`config.mk`:
```
export PLATFORM = sky130hd
export DESIGN_NAME = lcc_cluster
export DESIGN_NICKNAME = d
export VERILOG_FILES = /design/src/logic/lcc_pkg.sv /design/src/logic/lcc_cell_reg.sv /design/src/logic/lcc_cluster.sv
export SDC_FILE = /design/constraint.sdc
export NUM_CORES = 1
export LEC_CHECK = 0
export ABC_AREA = 1
export BUFFER_PORTS_ARGS = -buffer_cell sky130_fd_sc_hd__buf_4
export CAP_MARGIN = 10
export CELL_PAD_IN_SITES_DETAIL_PLACEMENT = 2
export CELL_PAD_IN_SITES_GLOBAL_PLACEMENT = 2
export CORE_ASPECT_RATIO = 0.6
export CORE_MARGIN = 10
export CORE_UTILIZATION = 32
export DETAILED_ROUTE_END_ITERATION = 8
export PLACE_DENSITY_LB_ADDON = 0.1
export SETUP_SLACK_MARGIN = 0.1
export SYNTH_ARGS = -nofsm -noshare
export SYNTH_HDL_FRONTEND = slang
export SYNTH_SLANG_ARGS = --single-unit
```
`constraint.sdc`:
```
create_clock -name i_clk_sys -period 2.33 [get_ports i_clk_sys]
set_input_delay 0.233 -clock i_clk_sys [delete_from_list [all_inputs] [get_ports i_clk_sys]]
set_output_delay 0.233 -clock i_clk_sys [all_outputs]
set_load 0.005 [all_outputs]
```
`src/logic/lcc_pkg.sv`:
```
// Shared constants and types for the logic cluster register block.
// Assumes one 50 MHz system clock and an AXI4-Lite master on the register side.
package lcc_pkg;

  // ----------------------------------------------------------------
  // Register map (byte addresses)
  // ----------------------------------------------------------------
  localparam int          LCC_ADDR_W       = 5;
  localparam logic [4:0]  LCC_OFF_CTRL     = 5'h00;
  localparam logic [4:0]  LCC_OFF_CLR_SEL  = 5'h04;
  localparam logic [4:0]  LCC_OFF_DATA     = 5'h08;
  localparam logic [4:0]  LCC_OFF_LUT      = 5'h0C;
  localparam logic [4:0]  LCC_OFF_STATUS   = 5'h10;

  // ----------------------------------------------------------------
  // Field positions and reset values
  // ----------------------------------------------------------------
  localparam int          LCC_CTRL_W       = 8;
  localparam int          LCC_CTRL_CHIP_B  = 8;     // Read-only mirror of chip clear
  localparam int          LCC_LUT_W        = 16;
  localparam int          LCC_STAT_LUT_LSB = 16;
  localparam int          LCC_NUM_ROW_CLK  = 6;
  localparam logic [7:0]  LCC_CTRL_RST     = 8'h80; // Clock enable on, all else off
  localparam logic [15:0] LCC_LUT_RST      = 16'h0000;
  localparam logic [1:0]  LCC_RESP_OKAY    = 2'h0;
  localparam logic [1:0]  LCC_RESP_SLVERR  = 2'h2;

  // ----------------------------------------------------------------
  // Types
  // ----------------------------------------------------------------
  typedef struct packed {
    logic       ena;      // bit 7: cluster clock enable
    logic       chain;    // bit 6: register chain on
    logic       load;     // bit 5: cluster load/preset
    logic       clr1;     // bit 4: cluster clear 1
    logic       clr0;     // bit 3: cluster clear 0
    logic [2:0] clk_sel;  // bits 2:0: row clock select
  } lcc_ctrl_type;

  typedef struct packed {
    logic chip_clr;
    logic clr;
    logic load;
    logic tick;
    logic ena;
  } lcc_cell_ctl_type;

  // ----------------------------------------------------------------
  // Functions
  // ----------------------------------------------------------------
  // Byte-lane merge for a bus write
  function automatic logic [31:0] lcc_merge(input logic [31:0] old_v, input logic [31:0] new_v,
                                            input logic [3:0] strb);
    logic [31:0] res;
    res = old_v;
    for (int b = 0; b < 4; b++) begin
      if (strb[b]) begin
        res[b*8 +: 8] = new_v[b*8 +: 8];
      end
    end
    return res;
  endfunction : lcc_merge

  // Four-input lookup from a sixteen-bit mask
  function automatic logic lcc_lut_eval(input logic [15:0] mask, input logic [3:0] idx);
    return mask[idx];
  endfunction : lcc_lut_eval

endpackage : lcc_pkg
```
`src/logic/lcc_cell_reg.sv`:
```
// One logic cell storage register with its clear and preset controls.
// Assumes all control inputs are on i_clk_sys and already synchronised.
module lcc_cell_reg
  import lcc_pkg::*;
(
  input  wire logic             i_clk_sys,
  input  wire logic             i_rstn,
  input  wire lcc_cell_ctl_type i_ctl,
  input  wire logic             i_d,
  output logic                  o_q
);

  // ----------------------------------------------------------------
  // Storage
  // ----------------------------------------------------------------
  // Priority: chip clear, cluster clear, preset, then a clocked load.
  // Clear and preset act without waiting for the selected row clock.
  always_ff @(posedge i_clk_sys) begin
    if (!i_rstn) begin
      o_q <= 1'b0;
    end else if (i_ctl.chip_clr) begin
      o_q <= 1'b0;
    end else if (i_ctl.clr) begin
      o_q <= 1'b0;
    end else if (i_ctl.load) begin
      o_q <= 1'b1;
    end else if (i_ctl.ena && i_ctl.tick) begin
      o_q <= i_d;
    end
  end

endmodule : lcc_cell_reg

```
`src/logic/lcc_cluster.sv`:
```
// Logic cluster: shared clear/preset control, chain and lookup per cell.
// Assumes an AXI4-Lite master on i_clk_sys; the chip clear pin is asynchronous.
//
// Decided for this implementation: the AXI4-Lite slave port and the register addresses.

// Overview of operation
// - Clear and preset of every cell come from cluster-wide shared controls.
// - Each cell register has a clear and a preset needing no row clock.
// - Preset works by loading a one; the data path is not inverted.
// - When clear and preset coincide, clear wins and the register holds zero.
// - A cluster offers two clear signals and one preset signal.
// - Chip-wide clear resets every cell register and lookup output.
// - A build-time parameter decides whether the chip-wide clear pin acts.
// - Chip-wide clear beats cluster clears, preset, clock enable and clock.
// - Chain mode feeds each cell register after cell 0 from the previous cell's register; cell 0 still loads its data bit.
// - Cell registers update on one of six selectable row clock ticks.
// - Lookup logic keeps its own function while registers act as a chain.
module lcc_cluster
  import lcc_pkg::*;
#(
  parameter int   P_NUM_CELLS   = 8,
  parameter logic P_CHIP_CLR_EN = 1'b1
) (
  input  wire logic                       i_clk_sys,
  input  wire logic                       i_rstn,
  input  wire logic                       i_chip_wide_clear_n,
  input  wire logic [LCC_NUM_ROW_CLK-1:0] i_row_clk_tick,
  input  wire logic [LCC_ADDR_W-1:0]      i_awaddr,
  input  wire logic                       i_awvalid,
  output logic                            o_awready,
  input  wire logic [31:0]                i_wdata,
  input  wire logic [3:0]                 i_wstrb,
  input  wire logic                       i_wvalid,
  output logic                            o_wready,
  output logic [1:0]                      o_bresp,
  output logic                            o_bvalid,
  input  wire logic                       i_bready,
  input  wire logic [LCC_ADDR_W-1:0]      i_araddr,
  input  wire logic                       i_arvalid,
  output logic                            o_arready,
  output logic [31:0]                     o_rdata,
  output logic [1:0]                      o_rresp,
  output logic                            o_rvalid,
  input  wire logic                       i_rready,
  output logic [P_NUM_CELLS-1:0]          o_cell_q,
  output logic [P_NUM_CELLS-1:0]          o_lut_out
);

  // ----------------------------------------------------------------
  // Declarations
  // ----------------------------------------------------------------
  lcc_ctrl_type             ctrl_r;
  logic [P_NUM_CELLS-1:0]   clr_sel_r;
  logic [P_NUM_CELLS-1:0]   data_r;
  logic [LCC_LUT_W-1:0]     lut_mask_r;
  logic                     pin_meta_r;
  logic                     pin_sync_r;
  logic                     chip_clr;
  logic                     row_tick;
  logic [P_NUM_CELLS-1:0]   cell_d;
  logic [P_NUM_CELLS-1:0]   cell_clr;
  logic [P_NUM_CELLS-1:0]   lut_nxt;
  logic [LCC_ADDR_W-1:0]    awaddr_r;
  logic [31:0]              wdata_r;
  logic [3:0]               wstrb_r;
  logic                     aw_full_r;
  logic                     w_full_r;
  logic                     do_wr;
  logic [31:0]              rd_word;
  logic                     rd_hit;

  // ----------------------------------------------------------------
  // Chip-wide clear pin
  // ----------------------------------------------------------------
  // Two flops before use; the pin is not related to i_clk_sys.
  always_ff @(posedge i_clk_sys) begin
    if (!i_rstn) begin
      pin_meta_r <= 1'b1;
      pin_sync_r <= 1'b1;
    end else begin
      pin_meta_r <= i_chip_wide_clear_n;
      pin_sync_r <= pin_meta_r;
    end
  end

  assign chip_clr = P_CHIP_CLR_EN && !pin_sync_r;

  // ----------------------------------------------------------------
  // Shared cluster controls
  // ----------------------------------------------------------------
  // Pick one of six row ticks; codes 6 and 7 stop the clock
  assign row_tick = (ctrl_r.clk_sel < 3'(LCC_NUM_ROW_CLK)) ? i_row_clk_tick[ctrl_r.clk_sel] : 1'b0;

  // Per-cell data, clear choice and lookup
  always_comb begin
    for (int i = 0; i < P_NUM_CELLS; i++) begin
      cell_d[i]   = (ctrl_r.chain && i > 0) ? o_cell_q[(i + P_NUM_CELLS - 1) % P_NUM_CELLS] : data_r[i];
      // Each cell picks one of two clears
      cell_clr[i] = clr_sel_r[i] ? ctrl_r.clr1 : ctrl_r.clr0;
      lut_nxt[i]  = lcc_lut_eval(lut_mask_r, {data_r[(i + 3) % P_NUM_CELLS], data_r[(i + 2) % P_NUM_CELLS],
                                              data_r[(i + 1) % P_NUM_CELLS], data_r[i]});
    end
  end

  // ----------------------------------------------------------------
  // Cells
  // ----------------------------------------------------------------
  for (genvar g = 0; g < P_NUM_CELLS; g++) begin : g_cell
    lcc_cell_ctl_type ctl;
    // Only shared signals steer a cell
    assign ctl = '{chip_clr: chip_clr, clr: cell_clr[g], load: ctrl_r.load, tick: row_tick, ena: ctrl_r.ena};
    lcc_cell_reg u_cell (
      .i_clk_sys (i_clk_sys),
      .i_rstn    (i_rstn),
      .i_ctl     (ctl),
      .i_d       (cell_d[g]),
      .o_q       (o_cell_q[g])
    );
  end

  // Registered lookup outputs
  always_ff @(posedge i_clk_sys) begin
    if (!i_rstn) begin
      o_lut_out <= '0;
    end else if (chip_clr) begin
      o_lut_out <= '0;
    end else begin
      o_lut_out <= lut_nxt;
    end
  end

  // ----------------------------------------------------------------
  // AXI4-Lite write channel
  // ----------------------------------------------------------------
  // Address and data are held independently, so either may come first.
  assign do_wr = aw_full_r && w_full_r && !o_bvalid;

  always_ff @(posedge i_clk_sys) begin
    if (!i_rstn) begin
      aw_full_r <= 1'b0;
      o_awready <= 1'b1;
      awaddr_r  <= '0;
    end else if (i_awvalid && o_awready) begin
      aw_full_r <= 1'b1;
      o_awready <= 1'b0;
      awaddr_r  <= i_awaddr;
    end else if (do_wr) begin
      aw_full_r <= 1'b0;
      o_awready <= 1'b1;
    end
  end

  always_ff @(posedge i_clk_sys) begin
    if (!i_rstn) begin
      w_full_r <= 1'b0;
      o_wready <= 1'b1;
      wdata_r  <= '0;
      wstrb_r  <= '0;
    end else if (i_wvalid && o_wready) begin
      w_full_r <= 1'b1;
      o_wready <= 1'b0;
      wdata_r  <= i_wdata;
      wstrb_r  <= i_wstrb;
    end else if (do_wr) begin
      w_full_r <= 1'b0;
      o_wready <= 1'b1;
    end
  end

  // Response; unmapped addresses answer SLVERR, status writes are dropped
  always_ff @(posedge i_clk_sys) begin
    if (!i_rstn) begin
      o_bvalid <= 1'b0;
      o_bresp  <= LCC_RESP_OKAY;
    end else if (do_wr) begin
      o_bvalid <= 1'b1;
      o_bresp  <= (awaddr_r > LCC_OFF_STATUS || awaddr_r[1:0] != 2'h0) ? LCC_RESP_SLVERR : LCC_RESP_OKAY;
    end else if (i_bready) begin
      o_bvalid <= 1'b0;
    end
  end

  // Control registers; software owns them, the chip clear leaves them alone
  always_ff @(posedge i_clk_sys) begin
    if (!i_rstn) begin
      ctrl_r     <= LCC_CTRL_RST;
      clr_sel_r  <= '0;
      data_r     <= '0;
      lut_mask_r <= LCC_LUT_RST;
    end else if (do_wr) begin
      unique case (awaddr_r)
        LCC_OFF_CTRL:    ctrl_r     <= LCC_CTRL_W'(lcc_merge(32'(ctrl_r), wdata_r,
                                                             wstrb_r));
        LCC_OFF_CLR_SEL: clr_sel_r  <= P_NUM_CELLS'(lcc_merge(32'(clr_sel_r), wdata_r,
                                                              wstrb_r));
        LCC_OFF_DATA:    data_r     <= P_NUM_CELLS'(lcc_merge(32'(data_r), wdata_r,
                                                              wstrb_r));
        LCC_OFF_LUT:     lut_mask_r <= LCC_LUT_W'(lcc_merge(32'(lut_mask_r), wdata_r,
                                                            wstrb_r));
        default: begin
        end
      endcase
    end
  end

  // ----------------------------------------------------------------
  // AXI4-Lite read channel
  // ----------------------------------------------------------------
  always_comb begin
    rd_word = '0;
    rd_hit  = 1'b1;
    unique case (i_araddr)
      LCC_OFF_CTRL: begin
        rd_word[LCC_CTRL_W-1:0] = ctrl_r;
        rd_word[LCC_CTRL_CHIP_B] = chip_clr;
      end
      LCC_OFF_CLR_SEL: rd_word[P_NUM_CELLS-1:0] = clr_sel_r;
      LCC_OFF_DATA:    rd_word[P_NUM_CELLS-1:0] = data_r;
      LCC_OFF_LUT:     rd_word[LCC_LUT_W-1:0] = lut_mask_r;
      LCC_OFF_STATUS: begin
        rd_word[P_NUM_CELLS-1:0] = o_cell_q;
        rd_word[LCC_STAT_LUT_LSB +: P_NUM_CELLS] = o_lut_out;
      end
      default: rd_hit = 1'b0;
    endcase
  end

  // One read in flight; data follows the address by one edge
  always_ff @(posedge i_clk_sys) begin
    if (!i_rstn) begin
      o_arready <= 1'b1;
      o_rvalid  <= 1'b0;
      o_rdata   <= '0;
      o_rresp   <= LCC_RESP_OKAY;
    end else if (i_arvalid && o_arready) begin
      o_arready <= 1'b0;
      o_rvalid  <= 1'b1;
      o_rdata   <= rd_word;
      o_rresp   <= rd_hit ? LCC_RESP_OKAY : LCC_RESP_SLVERR;
    end else if (o_rvalid && i_rready) begin
      o_arready <= 1'b1;
      o_rvalid  <= 1'b0;
    end
  end
endmodule : lcc_cluster

```
**Word level (Yosys, flattened, before mapping)**

Cells that the tools add are included.

- Register bits: 116
- Output and inout port bits: 57

- Order comparisons: 11
- Equality and inequality tests: 7
- Multiplexer cells: 69
- Bitwise operators: 2
- Reductions and logical operators: 33

Operators by type and width:

| cell | number |
|---|---|
| $mux 1 | 54 |
| $lt 4x5->1 const B | 8 |
| $pmux 8 s5 | 1 |
| $bmux 1 s4 | 8 |
| $reduce_or 3->1 | 8 |
| $eq 5x4->1 const B | 4 |
| $reduce_and 3->1 | 5 |
| $reduce_bool 2->1 | 6 |
| $eq 5x3->1 const B | 2 |
| $logic_not 5->1 | 2 |
| $mux 8 | 1 |
| $logic_and 1x1->1 | 7 |
| $mux 7 | 1 |
| $eq 5x5->1 const B | 1 |
| $gt 5x5->1 const B | 1 |
| $reduce_or 5->1 | 1 |
| $lt 3x4->1 const B | 1 |
| $mux 2 | 2 |
| $bmux 1 s3 | 1 |
| $lt 3x3->1 const B | 1 |
| $logic_not 1->1 | 2 |
| $not 1->1 | 2 |
| $pmux 1 s2 | 1 |
| $reduce_and 2->1 | 1 |
| $logic_or 1x1->1 | 1 |

**Longest topological paths before layout**

- Word-level depth: 6
- Gate-level depth with buffers: 9
- Mapped depth without buffers: 9

**Cells and area by module**

A second synthesis with hierarchy kept.

- Cell total of the unflattened synthesis: 812
- Area total of the unflattened synthesis: 5,950.7 um^2

Modules (own cells, without submodules):

| module | instances | cells each | area an instance (um^2) | seq. area each (um^2) |
|---|---|---|---|---|
| lcc_cluster | 1 | 740 | 5,460.2 | 2,122.0 |
| lcc_cell_reg | 8 | 9 | 61.3 | 20.0 |

**Worst setup path before layout**

No wires, ideal clock.

- Path type: register to register
- From: register aw_full_r
- To: register lut_mask_r[5]
- Setup time: 0.118 ns
- Data arrival time: 1.238 ns
- Required time: 2.212 ns
- Path slack: 0.975 ns
- Cell stages (with the launch flop): 9
- Path buffers: 2
- Clock period less this slack: 1.355 ns
- Cell sequence: dfxtp_1 > nand2_1 > nor2_4 > nand2_1 > or2_1 > buf_2 > buf_6 > o21ai_1 > a21oi_1

- Cells in the longest elaborated chain, start to end: 3

Ends and longest elaborated chain:

| element | line | text |
|---|---|---|
| start: declaration | lcc_cluster.sv:66 | `logic aw_full_r;` |
| start signal: assignment | lcc_cluster.sv:140 | `aw_full_r <= 1'b0;` |
| start signal: assignment | lcc_cluster.sv:144 | `aw_full_r <= 1'b1;` |
| start signal: assignment | lcc_cluster.sv:148 | `aw_full_r <= 1'b0;` |
| $logic_and 1x1->1 (2 in a row) | lcc_cluster.sv:136 | `assign do_wr = aw_full_r && w_full_r && !o_bvalid;` |
| $reduce_and 3->1 (no line) | n/a |  |
| end signal: assignment | lcc_cluster.sv:198 | `LCC_OFF_LUT: lut_mask_r <= LCC_LUT_W'(lcc_merge(32'(lut_mask_r), wdata_r,` |
| end: declaration | lcc_cluster.sv:55 | `logic [LCC_LUT_W-1:0] lut_mask_r;` |

Every way passes these cells.
A chain may end at the register's enable or synchronous reset.

**Worst setup path in the final report**

- From: register aw_full_r
- To: register data_r[0]

- Cells in the longest elaborated chain, start to end: 3

Ends and longest elaborated chain:

| element | line | text |
|---|---|---|
| $logic_and 1x1->1 (2 in a row) | lcc_cluster.sv:136 |  |
| $reduce_and 3->1 (no line) | n/a |  |
| end signal: assignment | lcc_cluster.sv:196 | `LCC_OFF_DATA: data_r <= P_NUM_CELLS'(lcc_merge(32'(data_r), wdata_r,` |
| end: declaration | lcc_cluster.sv:54 | `logic [P_NUM_CELLS-1:0] data_r;` |

Every way passes these cells.

==> flow_summary.ini <==
[power_and_ir_drop]
comb_power_share = 0.077
p_seq_frac = 0.400
internal_power_mw = 3.927
p_sw_frac = 0.2518
leakagePower_nw = 2.923
power.density_nw_per_um2 = 732.2
vdd_drop_max_mv = 0.3363
switchingPower_mw = 1.322
p_clk_frac = 0.523

[die]
fp.dieW_microns = 193.5
core_area_sq_um = 17410
num_rows = 37
initial_core_util = 0.3321
dieArea_sq_um = 24020
die_h_microns = 124.1
pin_count = 117

[global_routing]
grt_first_pass_wirelength_mm = 38.84
grt_max_degree = 85
antenna_found_initial = 0
grt_use_total = 0.2029
grt.overflow.total = 0
grt_pass1_vias = 6714

[outcome]
status = complete, no violations

[cts]
htreeDepth = 4
clockRootBuffer = clkbuf_16
insertion_delay_ns = 0.42
cts_tree = built
clockBufferDepth = 2
cts.sinks = 114
clkSlewWorstSetupHoldPaths_ns = 0.06
cts_inserted_buffers = 17
cts_resized = 0

[placed_design]
dp_hpwl_mm = 17.55
gp_congestion = 0.8834
placement.io_buffers = 88
place_ws_ns = 0.5234

[min_path]
worstHoldPathType = in -> reg
min-delay-start = i_wdata[7]

[worst_setup_path]
cp_max_fo = 16
r2r_slack_ns = 0.46
cp-start-kind = flip-flop
arrival_ns = 2.14
worstReg2RegStart = aw_full_r
crit_path_top_delay_cell = nand3_1
crit_start = aw_full_r
end_kind = flip-flop
critPathBufInv = 1
path_common_cell = nand2_1
slowest_delay_ns = 0.39
worstSetupPathType = reg -> reg
crit_required_ns = 2.61
cp_top_family = simple AND/OR/NAND/NOR gates
crit_chain = nand2_1 > nor2_4 > nand2_1 > inv_1 > nand3_1 > o21ai_0 > a21oi_1

[synthesis]
ys_top_cells_by_area = dfxtp_1 39%, o21ai_0 9.7%, nand2_1 7.9%
syn_area_sq_um = 5781
synth-simple-area-share = 0.2459
synth_top_cell_by_area = dfxtp_1
synth_compound_gate_area_share = 0.2554
ys_warn_count = 0
yosysSeqAreaShare = 0.3948
synth_adder_area_share = 0
synth_cells = 830
synthMuxAreaShare = 0
ys_types = 29
synthXorXnorAreaFrac = 0
synth_top_family_by_area = compound AO/OA/AOI/OAI gates
synth_edf_count = 0
synthMostInstantiatedCell = nand2_1
syn_area_per_cell_sq_um = 6.965
synth_seq_cells = 114
synth.top_cell.area_share = 0.3948
ys_top_cells_by_count = 122 x nand2_1, 114 x dfxtp_1, 112 x o21ai_0
synthArstFlopShare = 0
synth_flop_cell = dfxtp_1

[routing]
route.detailed.drc = 0
drtIter0Drc = 541
met2_wirelength_mm = 11.42
dr.pass1.iters = 5
ant_nets = 0
routed_wl_mm = 24.38
highest_layer = met4
avgRoutedWirePerCell_microns = 21.43
vias = 6225
wl_met1_mm = 11.45
wl_met3_mm = 1.341
vias_per_cell = 5.470

[timing]
rsz0062_at_grt = no
worst_slew_pin_slew_ns = 0.7332
maxSlewViolCount = 0
layout_setup_ws_ns = 0.4614
skew_ns = 0.009438
fmax_mhz = 535.2
fin_crit_sh = 0.8020
slew_headroom = 0.5112
min_period_ns = 1.869
setup_viol = 0
hold_viol_final = 0
setup_tns_ns = 0

[finish]
antennaDiodeCount = 0
nNetsFinal = 951
fillCellCount = 2087
drive_gt1_frac = 0.1726
areaGrowthSynthToFinish_pct = 24.00

[flow_run]
maxCapViolations = 0
[metal layers]
metal / vias up / GRT usage
met5: - / 0
met4: 0 / 0.04388
met3: 15 / 0.04482
met2: 153 / 0.3348
met1: 3106 / 0.2681
li1: 2951 / -
[power by group through the flow]
| stage | logic, mW | registers [mW] | clock network (mW) |
|---|---|---|---|
| after floorplan | 0.237 | 2.12 | 0 |
| after global placement | 0.384 | 2.13 | 0 |
| after detailed placement | 0.407 | 2.14 | 0 |
| after CTS | 0.412 | 2.10 | 2.80 |
| after global routing | 0.464 | 2.11 | 2.89 |
| final | 0.406 | 2.10 | 2.74 |
[cells in the final DEF (no fill, tap or decap), types with 10 or more instances in the layout]
cell type / synthesis / routed
inv_1: 47 / 47
clkbuf_16: 0 / 17
conb_1: 1 / 10
a21oi_1: 86 / 86
nand2_1: 122 / 122
o21ai_0: 112 / 112
dfxtp_1: 114 / 114
nand3_1: 58 / 58
nor3_1: 10 / 10
nor2_1: 90 / 90
o211ai_1: 59 / 59
nand4_1: 29 / 29
buf_4: 19 / 112
[worst reg2reg max path: stages (launching register included)]
cell and delay (ns):
dfxtp_1 0.34, nand2_1 0.10, nor2_4 0.18, nand2_1 0.13, inv_1 0.11, nand3_1 0.39
o21ai_0 0.39, a21oi_1 0.08
[through the flow]
step	total power, mW	utilization	hold WS (ns)	area, sq um	std cells
final	5.249	0.4118	0.07068	7168	1138
after global routing	5.463	0.4118	0.08038	7168	1138
after CTS	5.308	0.4118	0.05574	7168	1138
after detailed placement	2.547	0.3761	0.4164	6546	1105
after global placement	2.517	0.3761	0.4046	6546	1105
after floorplan	2.354	-	0.3396	5814	839
[area by class of cell]
cell class | count | area (sq um) | share of cell area
Tap cell | 234 | 292.8 | 0.04084
Clock inverter | 13 | 158.9 | 0.02217
Multi-Input combinational cell | 593 | 2935 | 0.4095
Sequential cell | 114 | 2282 | 0.3184
Clock buffer | 19 | 452.9 | 0.06319
Inverter | 52 | 195.2 | 0.02723
Timing Repair Buffer | 113 | 850.8 | 0.1187
[registers in the layout, summed over array words and instances, names as in the netlist, 2 cells and up]
name and cells:
o_rdata 24, wstrb_r 2, g_cell.u_cell.o_q 8, data_r 8
wdata_r 16, ctrl_r 8, o_lut_out 8, clr_sel_r 8
lut_mask_r 16, awaddr_r 5
[cells by family after synthesis]
group,after synthesis
other,1
and+or+nand+nor,320
AOI/OAI and AO/OA,263
buffers and inverters,132
DFF,114
[path summary, 6_finish.rpt]
path                                   end  depth (start not counted)
worst max-delay path             data_r[0]                          7
worst min-delay path            wdata_r[7]                          3
worst max register to register   data_r[0]                          7
worst min register to register  pin_sync_r                          1
[what timing repair did]
item                                   4_1_cts  5_1_grt
hold buffers                                 1        0
setup endpoints to repair                    0        0
endpoints found under the hold margin        1        0
buffers inserted                             0        0
(Power assumes the default switching activity.)
